## src/serial9_pkg.sv

```systemverilog
// Purpose: shared constants and types of the nine-bit serial port
// Assumes: classic Wishbone slave with 32-bit data, one clock
// Notes: offsets are byte addresses of aligned words
package serial9_pkg;

  // ****************************************************************
  // register map
  // ****************************************************************
  localparam logic [3:0] SERIAL_CONTROL_OFS = 4'h0;
  localparam logic [3:0] SERIAL_BUFFER_OFS = 4'h4;
  localparam logic [3:0] POWER_CONTROL_OFS = 4'h8;

  // serial_control_reg field positions
  localparam int RX_DONE_POS = 0;
  localparam int TX_DONE_POS = 1;
  localparam int RX_NINTH_POS = 2;
  localparam int TX_NINTH_POS = 3;
  localparam int RX_EN_POS = 4;
  localparam int MPF_EN_POS = 5;
  localparam int MODE3_POS = 6;

  // power_control_reg field positions
  localparam int BAUD_DOUBLE_POS = 0;
  localparam int SIX_CLOCK_POS = 1;
  localparam int TIMER2_SEL_POS = 2;

  // reset values
  localparam logic [6:0] SERIAL_CONTROL_RST = 7'h00;
  localparam logic [2:0] POWER_CONTROL_RST = 3'h0;
  localparam logic [8:0] RX_SHIFT_LOAD = 9'h1ff;

  // ****************************************************************
  // timing counts, in sys_clk cycles per 16x tick (mode 2)
  // ****************************************************************
  localparam logic [2:0] M2_DIV_12CLK_SLOW = 3'h4;
  localparam logic [2:0] M2_DIV_12CLK_FAST = 3'h2;
  localparam logic [2:0] M2_DIV_6CLK_SLOW = 3'h2;
  localparam logic [2:0] M2_DIV_6CLK_FAST = 3'h1;
  // timer overflows per 16x tick (mode 3, timer 1, 12-clock, slow)
  localparam logic [2:0] M3_DIV_T1_SLOW = 3'h2;
  localparam logic [2:0] M3_DIV_ONE = 3'h1;

  // bit detector sample points (7th, 8th, 9th counter states)
  localparam logic [3:0] SAMPLE_A = 4'h6;
  localparam logic [3:0] SAMPLE_B = 4'h7;
  localparam logic [3:0] SAMPLE_C = 4'h8;
  localparam logic [3:0] DIV_LAST = 4'hf;

  // ****************************************************************
  // types
  // ****************************************************************
  typedef enum logic [1:0] {
    TX_IDLE = 2'b00,
    TX_START = 2'b01,
    TX_DATA = 2'b11,
    TX_SHIFT = 2'b10
  } tx_state_t;

  typedef enum logic [1:0] {
    RX_HUNT = 2'b00,
    RX_RECV = 2'b01,
    RX_TAIL = 2'b11
  } rx_state_t;

  typedef struct packed {
    logic cyc;
    logic stb;
    logic we;
    logic [3:0] adr;
    logic [3:0] sel;
    logic [31:0] dat;
  } wb_req_t;

  typedef struct packed {
    logic ack;
    logic [31:0] dat;
  } wb_rsp_t;

endpackage

```

## src/nine_bit_serial_port.sv

```systemverilog
// Purpose: nine-bit asynchronous serial port (modes 2 and 3)
// Assumes: sys_clk is the oscillator; all inputs synchronous to it
// Notes: registers reached over classic Wishbone, one wait state
//
// Functional notes
// frame: low start, eight data bits lsb first, ninth bit, high stop
// transmitted ninth bit equals the software tx_ninth_bit value
// mode 2 rate osc/64 or /32, or /32 or /16 in 6-clock
// mode 3 rate comes from timer 1 or timer 2 overflows
// buffer write requests transmit and loads tx_ninth_bit into slot 9
// transmit starts at the next divide-by-16 rollover
// start bit first, data enabled one bit later, shift one bit later
// first shift inserts the stop one, later shifts insert zeros
// final shift ends send and sets tx_done_flag at rollover 11
// falling edge found at 16x rate resets counter, loads 1FFH
// each bit is the majority of samples at counter states 7, 8, 9
// non-zero start bit aborts and resumes edge search
// nine-bit receive shifter; start at left end triggers final shift
// load only if rx_done_flag clear and filter off or ninth bit one
// load puts ninth bit, eight data bits, sets rx_done_flag
// one bit time after final shift resume edge search
// interrupt is rx_done_flag OR tx_done_flag; only software clears
// software set or clear of flags acts like hardware
// baud_double_bit selects faster rate, clear after reset; the code ignores it when mode 3 takes timer 2 overflows
// timer 1 mode 3 rate is 2^double/32 (or /16) of overflow rate
// reception starts only while receive enable is one
// peer sends address with ninth bit one, data with zero
// discarded frame leaves buffer and rx_ninth_bit unchanged
`timescale 1ns/1ps
`default_nettype none

module nine_bit_serial_port #(
  parameter int ADDR_W = 4
) (
  input wire logic sys_clk,
  input wire logic nrst,
  input wire serial9_pkg::wb_req_t wbReq,
  output serial9_pkg::wb_rsp_t wbRsp,
  input wire logic serialIn,
  output logic serialOut,
  input wire logic timer1Ovf,
  input wire logic timer2Ovf,
  output logic serialIrq
);

  // ****************************************************************
  // elaboration check
  // ****************************************************************
  // the map needs offsets up to 0x8 inside the address field
  generate
    if (ADDR_W != 4)
    begin : g_bad_addr
      $error("ADDR_W must be 4");
    end
  endgenerate

  // ****************************************************************
  // state
  // ****************************************************************
  typedef struct packed {
    logic [1:0] presc;
    logic dblPend;
    logic [3:0] txDiv;
    serial9_pkg::tx_state_t txSt;
    logic txReq;
    logic [9:0] tsr;
    logic txd;
    serial9_pkg::rx_state_t rxSt;
    logic [3:0] rxDiv;
    logic [8:0] rsr;
    logic rxFirst;
    logic [1:0] samp;
    logic rxPrev;
    logic [7:0] rxBuf;
    logic [6:0] ctrl;
    logic [2:0] pwr;
    logic ack;
    logic [31:0] dat;
  } state_t;

  state_t state_r;
  state_t state_nxt;

  // ****************************************************************
  // helpers
  // ****************************************************************
  // two of three vote
  function automatic logic vote3(input logic a, input logic b,
                                 input logic c);
    vote3 = (a & b) | (a & c) | (b & c);
  endfunction

  // receive shifter holds d0 at bit 7, so flip into buffer order
  function automatic logic [7:0] flip8(input logic [7:0] v);
    logic [7:0] f;
    f = 8'h00;
    for (int i = 0; i < 8; i++)
    begin
      f[i] = v[7 - i];
    end
    flip8 = f;
  endfunction

  // register select, used by both the read and the write path
  function automatic logic hit(input logic [3:0] a, input logic [3:0] o);
    hit = (a == o);
  endfunction

  logic busReq;
  logic wrNow;
  logic baudDouble;
  logic sixClock;
  logic mode3;
  logic [2:0] need;
  logic src;
  logic tick;
  logic txRoll;
  logic rxVote;
  logic rxSet;
  logic txSet;
  logic [31:0] rdMux;

  // ****************************************************************
  // next state
  // ****************************************************************
  always_comb
  begin
    state_nxt = state_r;
    rxSet = 1'b0;
    txSet = 1'b0;
    busReq = wbReq.cyc & wbReq.stb;
    // writes land on the edge where ack is high
    wrNow = busReq & wbReq.we & state_r.ack & wbReq.sel[0];
    baudDouble = state_r.pwr[serial9_pkg::BAUD_DOUBLE_POS];
    sixClock = state_r.pwr[serial9_pkg::SIX_CLOCK_POS];
    mode3 = state_r.ctrl[serial9_pkg::MODE3_POS];

    // 16x tick: mode 2 counts oscillator cycles
    if (!mode3)
    begin
      src = 1'b1;
      if (sixClock)
        need = baudDouble ? serial9_pkg::M2_DIV_6CLK_FAST
                          : serial9_pkg::M2_DIV_6CLK_SLOW;
      else
        need = baudDouble ? serial9_pkg::M2_DIV_12CLK_FAST
                          : serial9_pkg::M2_DIV_12CLK_SLOW;
    end
    // mode 3 counts timer overflows
    else if (state_r.pwr[serial9_pkg::TIMER2_SEL_POS])
    begin
      src = timer2Ovf;
      need = serial9_pkg::M3_DIV_ONE;
    end
    else
    begin
      src = timer1Ovf;
      need = (!sixClock && !baudDouble) ? serial9_pkg::M3_DIV_T1_SLOW
                                        : serial9_pkg::M3_DIV_ONE;
    end
    tick = state_r.dblPend;
    state_nxt.dblPend = 1'b0;
    if (src)
    begin
      if ({1'b0, state_r.presc} >= need - 3'h1)
      begin
        tick = 1'b1;
        state_nxt.presc = 2'h0;
      end
      else
      begin
        state_nxt.presc = state_r.presc + 2'h1;
      end
    end
    // 6-clock with doubling needs two ticks per overflow
    if (mode3 && !state_r.pwr[serial9_pkg::TIMER2_SEL_POS] &&
        sixClock && baudDouble && timer1Ovf)
    begin
      state_nxt.dblPend = 1'b1;
    end

    // transmit side; counter free-runs so bits align to it
    txRoll = tick && (state_r.txDiv == serial9_pkg::DIV_LAST);
    if (tick)
    begin
      state_nxt.txDiv = state_r.txDiv + 4'h1;
    end
    case (state_r.txSt)
      serial9_pkg::TX_IDLE:
      begin
        state_nxt.txd = 1'b1;
        if (txRoll && state_r.txReq)
        begin
          state_nxt.txSt = serial9_pkg::TX_START;
          state_nxt.txReq = 1'b0;
          state_nxt.txd = 1'b0;
        end
      end
      serial9_pkg::TX_START:
      begin
        if (txRoll)
        begin
          state_nxt.txSt = serial9_pkg::TX_DATA;
          state_nxt.txd = state_r.tsr[0];
        end
      end
      serial9_pkg::TX_DATA:
      begin
        if (txRoll)
        begin
          // first shift places the stop one above the ninth bit
          state_nxt.tsr = {1'b0, 1'b1, state_r.tsr[8:1]};
          state_nxt.txd = state_r.tsr[1];
          state_nxt.txSt = serial9_pkg::TX_SHIFT;
        end
      end
      serial9_pkg::TX_SHIFT:
      begin
        if (txRoll)
        begin
          state_nxt.tsr = {1'b0, state_r.tsr[9:1]};
          state_nxt.txd = state_r.tsr[1];
          // ninth bit out, stop beside it, zeros beyond
          if (state_r.tsr[9:1] == 9'h001)
          begin
            state_nxt.txSt = serial9_pkg::TX_IDLE;
            state_nxt.txd = 1'b1;
            txSet = 1'b1;
          end
        end
      end
      default:
      begin
        state_nxt.txSt = serial9_pkg::TX_IDLE;
        state_nxt.txd = 1'b1;
      end
    endcase

    // receive side; input sampled on every 16x tick
    rxVote = vote3(state_r.samp[1], state_r.samp[0], serialIn);
    if (tick)
    begin
      state_nxt.rxPrev = serialIn;
      state_nxt.rxDiv = state_r.rxDiv + 4'h1;
      if (state_r.rxDiv == serial9_pkg::SAMPLE_A)
        state_nxt.samp[1] = serialIn;
      if (state_r.rxDiv == serial9_pkg::SAMPLE_B)
        state_nxt.samp[0] = serialIn;
    end
    case (state_r.rxSt)
      serial9_pkg::RX_HUNT:
      begin
        if (tick && state_r.ctrl[serial9_pkg::RX_EN_POS] &&
            state_r.rxPrev && !serialIn)
        begin
          // restart counter so rollovers match incoming bit edges
          state_nxt.rxDiv = 4'h1;
          state_nxt.rsr = serial9_pkg::RX_SHIFT_LOAD;
          state_nxt.rxFirst = 1'b1;
          state_nxt.rxSt = serial9_pkg::RX_RECV;
        end
      end
      serial9_pkg::RX_RECV:
      begin
        if (tick && state_r.rxDiv == serial9_pkg::SAMPLE_C)
        begin
          if (state_r.rxFirst)
          begin
            state_nxt.rxFirst = 1'b0;
            if (rxVote)
              state_nxt.rxSt = serial9_pkg::RX_HUNT;
            else
              state_nxt.rsr = {state_r.rsr[7:0], 1'b0};
          end
          else if (!state_r.rsr[8])
          begin
            // final shift: vote is the ninth data bit
            state_nxt.rxSt = serial9_pkg::RX_TAIL;
            if (!state_r.ctrl[serial9_pkg::RX_DONE_POS] &&
                (!state_r.ctrl[serial9_pkg::MPF_EN_POS] || rxVote))
            begin
              state_nxt.rxBuf = flip8(state_r.rsr[7:0]);
              state_nxt.ctrl[serial9_pkg::RX_NINTH_POS] = rxVote;
              rxSet = 1'b1;
            end
            // else buffer and ninth bit stay as they were R23
          end
          else
          begin
            state_nxt.rsr = {state_r.rsr[7:0], rxVote};
          end
        end
      end
      serial9_pkg::RX_TAIL:
      begin
        if (tick && state_r.rxDiv == serial9_pkg::SAMPLE_C)
          state_nxt.rxSt = serial9_pkg::RX_HUNT;
      end
      default:
      begin
        state_nxt.rxSt = serial9_pkg::RX_HUNT;
      end
    endcase

    // bus writes; a hardware set in the same cycle wins
    if (wrNow && hit(wbReq.adr, serial9_pkg::SERIAL_CONTROL_OFS))
    begin
      state_nxt.ctrl = wbReq.dat[6:0];
      if (rxSet)
        state_nxt.ctrl[serial9_pkg::RX_NINTH_POS] = rxVote;
    end
    if (rxSet)
    begin
      state_nxt.ctrl[serial9_pkg::RX_DONE_POS] = 1'b1;
    end
    if (txSet)
    begin
      state_nxt.ctrl[serial9_pkg::TX_DONE_POS] = 1'b1;
    end
    if (wrNow && hit(wbReq.adr, serial9_pkg::SERIAL_BUFFER_OFS))
    begin
      // any write with sel[0] set requests a send and captures the ninth bit now
      state_nxt.tsr = {1'b0, state_r.ctrl[serial9_pkg::TX_NINTH_POS],
                       wbReq.dat[7:0]};
      state_nxt.txReq = 1'b1;
    end
    if (wrNow && hit(wbReq.adr, serial9_pkg::POWER_CONTROL_OFS))
    begin
      state_nxt.pwr = wbReq.dat[2:0];
    end

    // read mux; unmapped words read zero
    rdMux = 32'h0000_0000;
    if (hit(wbReq.adr, serial9_pkg::SERIAL_CONTROL_OFS))
      rdMux[6:0] = state_r.ctrl;
    else if (hit(wbReq.adr, serial9_pkg::SERIAL_BUFFER_OFS))
      rdMux[7:0] = state_r.rxBuf;
    else if (hit(wbReq.adr, serial9_pkg::POWER_CONTROL_OFS))
      rdMux[2:0] = state_r.pwr;

    // one wait state, ack lasts one cycle
    state_nxt.ack = busReq & !state_r.ack;
    if (busReq && !state_r.ack)
      state_nxt.dat = rdMux;
  end

  // ****************************************************************
  // registers
  // ****************************************************************
  // every field takes a constant under reset
  always_ff @(posedge sys_clk or negedge nrst)
  begin
    if (!nrst)
    begin
      state_r <= '0;
      state_r.txd <= 1'b1;
      state_r.rxPrev <= 1'b1;
      state_r.rsr <= serial9_pkg::RX_SHIFT_LOAD;
      state_r.ctrl <= serial9_pkg::SERIAL_CONTROL_RST;
      state_r.pwr <= serial9_pkg::POWER_CONTROL_RST;
      state_r.txSt <= serial9_pkg::TX_IDLE;
      state_r.rxSt <= serial9_pkg::RX_HUNT;
    end
    else
    begin
      state_r <= state_nxt;
    end
  end

  // ****************************************************************
  // outputs
  // ****************************************************************
  // flags stay until software clears them
  assign serialIrq = state_r.ctrl[serial9_pkg::RX_DONE_POS] |
                     state_r.ctrl[serial9_pkg::TX_DONE_POS];
  assign serialOut = state_r.txd;
  assign wbRsp.ack = state_r.ack;
  assign wbRsp.dat = state_r.dat;

endmodule // nine_bit_serial_port

`default_nettype wire

```

## config.mk

```make
export PLATFORM = sky130hd
export DESIGN_NAME = nine_bit_serial_port
export DESIGN_NICKNAME = d
export VERILOG_FILES = /design/src/serial9_pkg.sv /design/src/nine_bit_serial_port.sv
export SDC_FILE = /design/constraint.sdc
export NUM_CORES = 1
export LEC_CHECK = 0
export BUFFER_PORTS_ARGS = -buffer_cell sky130_fd_sc_hd__buf_2
export CAP_MARGIN = 20
export CORE_MARGIN = 3
export CORE_UTILIZATION = 30
export CTS_BUF_LIST = sky130_fd_sc_hd__clkbuf_16
export DETAILED_ROUTE_END_ITERATION = 16
export GPL_TIMING_DRIVEN = 0
export HOLD_SLACK_MARGIN = 0.08
export PLACE_DENSITY_LB_ADDON = 0.15
export REMOVE_ABC_BUFFERS = 1
export SYNTH_ARGS = -nofsm -noshare
export SYNTH_HDL_FRONTEND = slang
export SYNTH_SLANG_ARGS = --single-unit
```

## constraint.sdc

```tcl
create_clock -name sys_clk -period 3.36 [get_ports sys_clk]
set_input_delay 0.336 -clock sys_clk [delete_from_list [all_inputs] [get_ports sys_clk]]
set_output_delay 0.336 -clock sys_clk [all_outputs]
set_load 0.05 [all_outputs]
```

==> flow_metrics.py, run 1 <==
metrics = {
    "yosys": {
        "ys_async_sr_fraction_pct": 100,
        "synthMuxAreaShare_pct": 12.4,
        "yosysWarnings": 0,
        "synth-seq-cells": 66,
        "synth_compound_area_share_pct": 11.6,
        "synthAdderAreaFrac_pct": 3.42,
        "netlist_area_um2": 3580,
        "synth.top_cell.area_share_pct": 38.4,
        "ys_types": 50,
        "synthFlopType": "dfrtp_1",
        "yosysTopAreaCell": "dfrtp_1",
        "yosys.area_share.simple_pct": 15.8,
        "synth_seq_area_share_pct": 46.5,
        "synth-xor-area-share_pct": 1.19,
        "syn_inst": 346,
        "syn_area_per_cell_um2": 10.4,
        "synth_top_family_by_area": "simple AND/OR/NAND/NOR gates",
        "synth_edf_count": 0,
        "ys_top_cells_by_area": "dfrtp_1 (38%), mux2_2 (8.5%), dfstp_2 (8.1%)",
    },
    "power": {
        "finalPower_mw": 2.41,
        "power_density_nw_per_um2": 596,
        "peakVddDrop_v": 0.000203,
        "power_leakage_nw": 1.90,
    },
    "clock_tree": {
        "clkTransAtPathRegs_ns": 0.06,
        "post_cts_buffers": 0,
        "root_buffer": "clkbuf_16",
        "clock_tree.buffer_depth": 2,
        "cts_resized": 0,
        "hold_buffers": 0,
        "cts_inserted_buffers": 9,
        "cts_max_level": 3,
        "cts_tree": "built",
        "clock_sinks": 66,
        "worstSkewPairLatency_ns": 0.33,
    },
    "die": {
        "die_h_um": 115,
        "start_util_pct": 31.0,
        "ios": 83,
        "num_rows": 39,
        "dieArea_um2": 13300,
        "core_um2": 11600,
        "dieWidth_um": 115,
    },
    "timing": {
        "slew_violations": 0,
        "layout_setup_ws_ns": 0.313,
        "rsz0062_at_grt": "false",
        "hold_violations": 0,
        "setup_viol": 0,
        "skew_ns": 0.0101,
        "worst_pin_slew_ns": 1.03,
        "tns_ns": 0,
        "slew_headroom_pct": 30.4,
        "finalCritPeriodShare_pct": 90.7,
        "max_freq_ghz": 0.328,
        "min_period_ns": 3.05,
    },
    "placement": {
        "hpwlAfterDp_um": 5290,
        "pre_cts_ws_ns": 0.137,
        "placed_area_um2": 3720,
        "gp_congestion": 0.748,
        "port_buffers": 31,
    },
    "setup_path": {
        "startpoint_type": "register",
        "path_max_fanout": 14,
        "path_depth": 10,
        "worstPathCellList": "inv_1 > ha_1 > nor2b_1 > a21o_1 > ha_1 > ha_1 > a21o_1 > a31oi_2 > or4_2 > nand3_1",
        "worstPathArrival_ns": 3.32,
        "end_kind": "register",
        "crit_type": "reg2reg",
        "crit_required_ns": 3.63,
        "crit_path_frequent_cell": "ha_1",
        "critPathSlowestCell": "or4_2",
        "cp_slowest_stage_delay_ns": 0.71,
        "ff2ff_path_depth": 10,
        "critical_path_buf_inv_count": 1,
        "critPathTopFamily": "simple AND/OR/NAND/NOR gates",
    },
    "layout": {
        "drive_above_1_share_pct": 26.0,
        "mostFrequentLayoutCells": "dfrtp_1 (55), nand2_1 (39), buf_2 (30)",
        "final_common_cell": "dfrtp_1",
        "fin_nets": 429,
        "num_antenna_cells": 0,
        "n_fill_cell": 1182,
        "postLayoutCellArea_um2": 4050,
        "area.growth.synth_to_final_pct": 13.1,
        "multi_input_area_um2": 1700,
        "seqCellArea_um2": 1670,
    },
    "drt": {
        "dr.pass1.iters": 4,
        "wl_per_cell_um": 15.0,
        "vias": 2482,
        "drt_first_iter_violations": 139,
        "routed_wl_um": 7780,
        "avgViaCountPerCell": 4.77,
        "drc": 0,
        "ant_nets": 0,
    },
    "grt": {
        "gr-usage-all-layers_pct": 12.0,
        "grt_max_degree": 67,
        "grt_pass1_wl_um": 12300,
        "overflow": 0,
        "grt_pass1_vias": 2413,
        "antenna_found_initial": 0,
    },
    "worst_hold_path": {
        "hp-class": "in2async",
    },
    "run_status": {
        "outcome": "finished clean",
    },
    "run": {
        "drv_cap": 0,
    },
}
==> where the power goes <==
part	switching [mW]	internal [mW]	leakage (nW)	total, mW
Sequential	0.0734	0.881	0.856	0.955
Clock	0.368	0.572	0.139	0.940
Combinational	0.343	0.177	0.903	0.520
==> per-stage QoR <==
stage / instances / util, % / hold slack [ns]
after global placement: 501 / 32.1 / 0.449
after global routing: 520 / 35.1 / 0.191
after floorplan: 327 / - / 0.0404
after detailed placement: 501 / 32.2 / 0.454
after CTS: 517 / 34.7 / 0.158
final: 520 / 35.1 / 0.116
==> Yosys cell counts, drive strengths merged, types with 4 or more instances <==
| cell | number |
|---|---|
| dfrtp | 55 |
| nand2 | 39 |
| buf | 37 |
| o21ai | 28 |
| mux2 | 27 |
| nor2 | 22 |
| mux2i | 14 |
| nand3 | 13 |
| dfstp | 11 |
| a21oi | 10 |
| inv | 10 |
| ha | 9 |
| nor3 | 6 |
| clkbuf | 5 |
| a22oi | 4 |
| nand2b | 4 |
| nor2b | 4 |
==> routing by layer <==
metal  GRT usage, %  wire length [um]  vias to the layer above
li1               -                 -                     1219
met1           16.1              3830                     1213
met2           18.6              3590                       36
met3           2.47               218                       14
met4           5.16               141                        0
met5              0                 0                        -
==> flip-flops by register name, summed over array words and instances, names as in the netlist <==
| register | cells |
|---|---|
| baudDouble | 1 |
| mode3 | 1 |
| serialOut | 1 |
| sixClock | 1 |
| state_r | 53 |
| wbRsp | 9 |
==> layout make-up <==
class	instances	area share, %
clock buffers	9	5.56
clock inverters	7	1.67
inverters	10	0.926
multi-input cells	253	42.0
flip-flops and latches	66	41.1
well taps	143	4.41
repair buffers	32	4.38
==> worst paths after layout <==
kind,start,to,slack (ns)
max,baudDouble,state_r[67],0.31
min,nrst,state_r[82],0.12
max reg2reg,baudDouble,state_r[67],0.31
min reg2reg,state_r[51],state_r[51],0.46
max in group asynchronous,nrst,state_r[69],2.68
min in group sys_clk,serialIn,state_r[51],0.25
==> kinds of logic after synthesis <==
family / count (synthesis)
AO/OA/AOI/OAI: 64
buffers and inverters: 52
XOR/XNOR: 4
flip-flops: 66
other: 1
multiplexers: 41
AND/OR/NAND/NOR: 108
adder cells (fa/ha/maj): 10
Power figures use the tool's default switching activity.
==> run 2, diff against run 1 <==
--- a/config.mk
+++ b/config.mk
@@ -5,6 +5,7 @@
 export SDC_FILE = /design/constraint.sdc
 export NUM_CORES = 1
 export LEC_CHECK = 0
+export ABC_AREA = 1
 export BUFFER_PORTS_ARGS = -buffer_cell sky130_fd_sc_hd__buf_2
 export CAP_MARGIN = 20
 export CORE_MARGIN = 3
@@ -15,6 +16,7 @@
 export HOLD_SLACK_MARGIN = 0.08
 export PLACE_DENSITY_LB_ADDON = 0.15
 export REMOVE_ABC_BUFFERS = 1
+export SLEW_MARGIN = 20
 export SYNTH_ARGS = -nofsm -noshare
 export SYNTH_HDL_FRONTEND = slang
 export SYNTH_SLANG_ARGS = --single-unit
==> run 2 against run 1 <==
Against the previous run:
- die area increased by 1.1%
- hold slack improved by 0.11 ns
- global-route usage increased by 0.41 points
- highest routed layer unchanged
- worst setup slack improved by 0.0070 ns
- sequential share of layout area increased by 0.32 points
- area after synthesis increased by 1.2%
- clock-buffer cell count unchanged
- cell count increased by 19%
- combinational power increased by 20%
- critical path type unchanged
- non-clock buffer count increased by 1
==> flow_metrics.py, run 2 <==
metrics = {
    "layout": {
        "fin_nets": 531,
        "largest_reg_flops": 53,
        "multi_input_area_um2": 1560,
        "area.growth.synth_to_final_pct": 10.9,
        "postLayoutCellArea_um2": 4020,
        "final_common_cell": "nand2_1",
        "drive_above_1_share_pct": 14.4,
        "num_antenna_cells": 0,
        "regMostFlops": "state_r",
        "n_fill_cell": 1271,
        "mostFrequentLayoutCells": "nand2_1 (127), dfrtp_1 (55), inv_1 (44)",
        "seqCellArea_um2": 1670,
    },
    "timing": {
        "setup_viol": 0,
        "worst_pin_slew_ns": 0.794,
        "hold_violations": 0,
        "rsz0062_at_grt": "false",
        "slew_headroom_pct": 46.9,
        "max_freq_ghz": 0.329,
        "skew_ns": 0.00471,
        "min_period_ns": 3.04,
        "tns_ns": 0,
        "slew_violations": 0,
        "finalCritPeriodShare_pct": 90.5,
    },
    "drt": {
        "dr_wl_met2_um": 3500,
        "top_layer": "met4",
        "drc": 0,
        "drt_first_iter_violations": 111,
        "routed_wl_um": 7710,
        "wl_per_cell_um": 12.4,
        "wl_met1_um": 3720,
        "dr.pass1.iters": 4,
        "avgViaCountPerCell": 4.52,
        "ant_nets": 0,
        "vias": 2809,
        "wl_met3_um": 327,
    },
    "die": {
        "core_um2": 11600,
        "dieWidth_um": 116,
        "die_h_um": 116,
        "dieArea_um2": 13400,
        "start_util_pct": 31.2,
        "num_rows": 39,
        "ios": 83,
    },
    "setup_path": {
        "rr_endpoint": "state_r[56]",
        "path_depth": 15,
        "crit_required_ns": 3.62,
        "worstPathCellList": "inv_1 > ha_1 > a21oi_1 > a21oi_1 > ha_1 > ha_1 > nand2_1 > nand2_1 > nand3_2 > nand2_4 > nand3_1 > nand2_2 > nand3_2 > nand2_1 > nand2_1",
        "startpoint": "sixClock",
        "path_max_fanout": 21,
        "crit_path_frequent_cell": "nand2_1",
        "worstPathArrival_ns": 3.30,
        "crit_type": "reg2reg",
        "ff2ff_path_depth": 15,
        "startpoint_type": "register",
        "crit_end": "state_r[56]",
        "end_kind": "register",
        "critPathSlowestCell": "dfrtp_1",
        "reg2reg_slack_ns": 0.32,
        "cp_slowest_stage_delay_ns": 0.39,
        "r2r-start": "sixClock",
        "critPathTopFamily": "simple AND/OR/NAND/NOR gates",
        "critical_path_buf_inv_count": 1,
    },
    "placement": {
        "gp_congestion": 0.756,
        "port_buffers": 31,
        "placed_area_um2": 3760,
        "hpwlAfterDp_um": 5600,
    },
    "power": {
        "power_leakage_nw": 2.05,
        "peakVddDrop_v": 0.000237,
        "power_density_nw_per_um2": 629,
        "finalPower_mw": 2.53,
    },
    "yosys": {
        "netlist_area_um2": 3630,
        "synth_seq_area_share_pct": 45.9,
        "yosysWarnings": 0,
        "synth-seq-cells": 66,
        "ys_top_cells_by_area": "dfrtp_1 (38%), nand2_1 (13%), dfstp_2 (8.0%)",
        "synth.top_cell.area_share_pct": 37.9,
        "yosysTopAreaCell": "dfrtp_1",
        "syn_area_per_cell_um2": 8.04,
        "yosysMostFrequentCell": "nand2_1",
        "ys_async_sr_fraction_pct": 100,
        "synthFlopType": "dfrtp_1",
        "synth_top_cells_by_count": "nand2_1 (127), dfrtp_1 (55), inv_1 (43)",
        "syn_inst": 451,
        "ys_types": 34,
        "synth_edf_count": 0,
    },
    "grt": {
        "gr-usage-all-layers_pct": 12.4,
        "grt_pass1_vias": 2615,
        "grt_max_degree": 47,
        "overflow": 0,
        "antenna_found_initial": 0,
        "grt_pass1_wl_um": 12900,
    },
    "clock_tree": {
        "clkTransAtPathRegs_ns": 0.05,
        "clock_tree.buffer_depth": 2,
        "cts_tree": "built",
        "cts_inserted_buffers": 9,
        "clock_sinks": 66,
        "post_cts_buffers": 0,
        "cts_max_level": 3,
        "root_buffer": "clkbuf_16",
        "worstSkewPairLatency_ns": 0.33,
    },
    "run": {
        "drv_cap": 0,
    },
    "worst_hold_path": {
        "hp-class": "in2reg",
    },
    "run_status": {
        "outcome": "finished clean",
    },
}
[run 2: final cells by class]
| class | instances | area share (%) |
|---|---|---|
| clock buffer | 9 | 5.60 |
| multi-input combinational | 319 | 38.8 |
| timing repair buffer | 33 | 4.85 |
| inverter | 45 | 4.20 |
| sequential | 66 | 41.4 |
| clock inverter | 6 | 0.653 |
| tap | 143 | 4.45 |
[run 2: cell families after synthesis]
family / Yosys count / share of synthesized area [%]
simple gates: 217 / 26.6
buf+inv: 89 / 13.5
flops: 66 / 45.9
compound gates: 63 / 9.31
fa+ha+maj: 10 / 3.38
xor+xnor: 5 / 1.21
other cells: 1 / 0.103
[run 2: timing repair]
action / in CTS / in global routing
setup endpoints to repair: 0 / 8
hold buffers: 1 / 0
resized for setup: 0 / 1
endpoints found under the hold margin: 19 / 0
[run 2: where the power goes]
group          total (mW)  internal (mW)  switching (mW)  leakage [nW]
registers            1.10          0.980           0.118         0.813
clock network       0.809          0.482           0.327         0.131
logic               0.625          0.191           0.434          1.10
total                2.53           1.65           0.879          2.05
[run 2: worst register-to-register path, stage by stage (launching register included)]
cell and delay, ns:
dfrtp_1 0.39, inv_1 0.10, ha_1 0.19, a21oi_1 0.09
a21oi_1 0.20, ha_1 0.28, ha_1 0.27, nand2_1 0.05
nand2_1 0.08, nand3_2 0.11, nand2_4 0.23, nand3_1 0.29
nand2_2 0.28, nand3_2 0.22, nand2_1 0.12, nand2_1 0.06
[run 2: worst min-delay path by stage]
stage	from	cells past startpoint	endpoint	slack, ns
after global placement	state_r[87]	1	state_r[87]	0.45
after floorplan	nrst	0	baudDouble	0.04
final	wbReq[6]	3	mode3	0.23
after global routing	wbReq[6]	3	mode3	0.24
after CTS	wbReq[6]	3	mode3	0.23
after detailed placement	nrst	1	state_r[65]	0.26
[run 2: routing by layer]
metal	vias up	GRT usage (%)
li1	1444	-
met3	14	3.39
met4	0	4.95
met1	1292	16.6
met2	59	18.9
met5	-	0
[run 2: through the flow]
stage / hold WS (ns) / util (%) / worst slack [ns] / std cells
final: 0.231 / 34.6 / 0.321 / 621
after global routing: 0.237 / 34.6 / 0.0385 / 621
after CTS: 0.228 / 34.6 / 0.0684 / 621
after detailed placement: 0.258 / 32.3 / 0.103 / 605
after global placement: 0.455 / 32.1 / 0.117 / 604
after floorplan: 0.0404 / - / 0.703 / 430
==> run 3, diff against run 2 <==
--- a/config.mk
+++ b/config.mk
@@ -9,7 +9,7 @@
 export BUFFER_PORTS_ARGS = -buffer_cell sky130_fd_sc_hd__buf_2
 export CAP_MARGIN = 20
 export CORE_MARGIN = 3
-export CORE_UTILIZATION = 30
+export CORE_UTILIZATION = 54
 export CTS_BUF_LIST = sky130_fd_sc_hd__clkbuf_16
 export DETAILED_ROUTE_END_ITERATION = 16
 export GPL_TIMING_DRIVEN = 0
==> run 3 against run 2 <==
Against the previous run:
- largest cell class unchanged
- cell count decreased by 11%
- worst setup slack got worse by 0.0028 ns
- register-to-register slack about the same
- cell area decreased by 1.5%
- first-iteration DRC count decreased by 12%
- clock power increased by 7.7%
- wire length decreased by 8.1%
- sequential power about the same
- highest routed layer unchanged
- fmax about the same
==> flow_metrics.py, run 3 (same netlist as run 2, synthesis figures left out) <==
metrics = {
    "setup_path": {
        "worstPathArrival_ns": 3.29,
        "end_kind": "register",
        "ff2ff_path_depth": 15,
        "path_max_fanout": 21,
        "rr_endpoint": "state_r[60]",
        "crit_type": "reg2reg",
        "startpoint_type": "register",
        "r2r-start": "sixClock",
        "crit_required_ns": 3.61,
        "reg2reg_slack_ns": 0.32,
    },
    "drt": {
        "wl_per_cell_um": 12.8,
        "vias": 2855,
        "avgViaCountPerCell": 5.14,
        "ant_nets": 0,
        "drc": 0,
        "routed_wl_um": 7080,
        "drt_first_iter_violations": 98,
        "dr.pass1.iters": 4,
    },
    "worst_hold_path": {
        "hold-path-cell-count": 3,
        "min_to": "state_r[40]",
        "hp-class": "in2reg",
        "hp-start": "wbReq[4]",
    },
    "die": {
        "start_util_pct": 56.5,
        "ios": 83,
        "dieWidth_um": 88.0,
        "core_um2": 6420,
        "die_h_um": 88.0,
        "num_rows": 29,
        "dieArea_um2": 7740,
    },
    "layout": {
        "n_fill_cell": 570,
        "num_antenna_cells": 0,
        "drive_above_1_share_pct": 14.2,
        "final_common_cell": "nand2_1",
        "largest_reg_flops": 53,
        "multi_input_area_um2": 1570,
        "seqCellArea_um2": 1670,
        "area.growth.synth_to_final_pct": 9.21,
        "regMostFlops": "state_r",
        "mostFrequentLayoutCells": "nand2_1 (127), dfrtp_1 (55), inv_1 (44)",
        "fin_nets": 531,
    },
    "power": {
        "power_density_nw_per_um2": 657,
        "power_leakage_nw": 2.05,
        "peakVddDrop_v": 0.000421,
    },
    "timing": {
        "finalCritPeriodShare_pct": 90.5,
        "rsz0062_at_grt": "false",
        "slew_violations": 0,
        "max_freq_ghz": 0.329,
        "skew_ns": 0.00589,
        "worst_pin_slew_ns": 0.784,
        "min_period_ns": 3.04,
        "hold_violations": 0,
        "holdWs_ns": 0.260,
        "setup_viol": 0,
        "tns_ns": 0,
        "slew_headroom_pct": 47.6,
    },
    "grt": {
        "grt_pass1_vias": 2574,
        "overflow": 0,
        "gr-usage-all-layers_pct": 19.3,
        "antenna_found_initial": 0,
        "grt_pass1_wl_um": 11600,
        "grt_max_degree": 36,
    },
    "clock_tree": {
        "clock_tree.buffer_depth": 2,
        "root_buffer": "clkbuf_16",
        "worstSkewPairLatency_ns": 0.32,
        "clock_sinks": 66,
        "clkTransAtPathRegs_ns": 0.05,
        "cts_tree": "built",
        "post_cts_buffers": 0,
        "cts_inserted_buffers": 9,
        "cts_max_level": 3,
    },
    "run": {
        "drv_cap": 0,
    },
    "placement": {
        "gp_congestion": 0.780,
        "hpwlAfterDp_um": 5030,
        "port_buffers": 31,
    },
    "run_status": {
        "outcome": "finished clean",
    },
}
[run 3: layer usage]
layer  wire length (um)  vias up  part of all wire [%]  GRT usage [%]
met4                 86        0                   1.2           7.39
met5                  0        -                     0              0
met1               3380     1334                    48           25.4
li1                   -     1454                     -              -
met3                303        8                   4.3           4.52
met2               3320       59                    47           31.1
[run 3: area by class of cell]
| type | count | area share, % |
|---|---|---|
| Tap cell | 77 | 2.43 |
| Inverter | 45 | 4.26 |
| Timing Repair Buffer | 33 | 4.74 |
| Clock inverter | 6 | 1.26 |
| Clock buffer | 9 | 5.69 |
| Multi-Input combinational cell | 319 | 39.6 |
| Sequential cell | 66 | 42.0 |
[run 3: stage by stage]
step           power [mW]  instance area, um^2  setup WS, ns  utilization (%)  std cells
6_report             2.60                 3960         0.318             61.7        555
5_1_grt              2.76                 3960        0.0328             61.7        555
4_1_cts              2.62                 3950         0.104             61.5        555
3_5_place_dp         1.73                 3670         0.120             57.1        539
3_3_place_gp         1.71                 3640         0.201             56.7        538
2_1_floorplan        1.57                 3390         0.703                -        430
[run 3: where the power goes]
| part | internal [mW] | switching, mW | leakage, nW |
|---|---|---|---|
| registers | 0.980 | 0.118 | 0.813 |
| clock network | 0.557 | 0.314 | 0.139 |
| logic | 0.191 | 0.444 | 1.10 |
[run 3: what timing repair did]
item	4_1_cts	5_1_grt
hold endpoints to repair	25	0
setup endpoints to repair	0	8
gates resized for setup	0	2
hold buffers	1	0
[run 3: worst max-delay path by stage]
| stage | slack (ns) | end | cells past startpoint | from |
|---|---|---|---|---|
| global placement | 0.20 | state_r[55] | 15 | baudDouble |
| global route | 0.03 | state_r[55] | 15 | sixClock |
| finish | 0.32 | state_r[60] | 15 | sixClock |
| floorplan | 0.70 | state_r[55] | 15 | baudDouble |
| detailed placement | 0.12 | state_r[55] | 15 | sixClock |
| CTS | 0.10 | state_r[60] | 15 | sixClock |
[run 3: critical path, stage by stage (launching register included)]
cell and delay, ns:
dfrtp_1 0.40, inv_1 0.13, ha_1 0.21, a21oi_1 0.09, a21oi_1 0.22, ha_1 0.28, ha_1 0.27, nand2_1 0.05
nand2_1 0.09, nand3_2 0.12, nand2_4 0.24, nand3_1 0.29, nand2_4 0.23, nand3_2 0.18, nand2_1 0.12, nand2_1 0.06
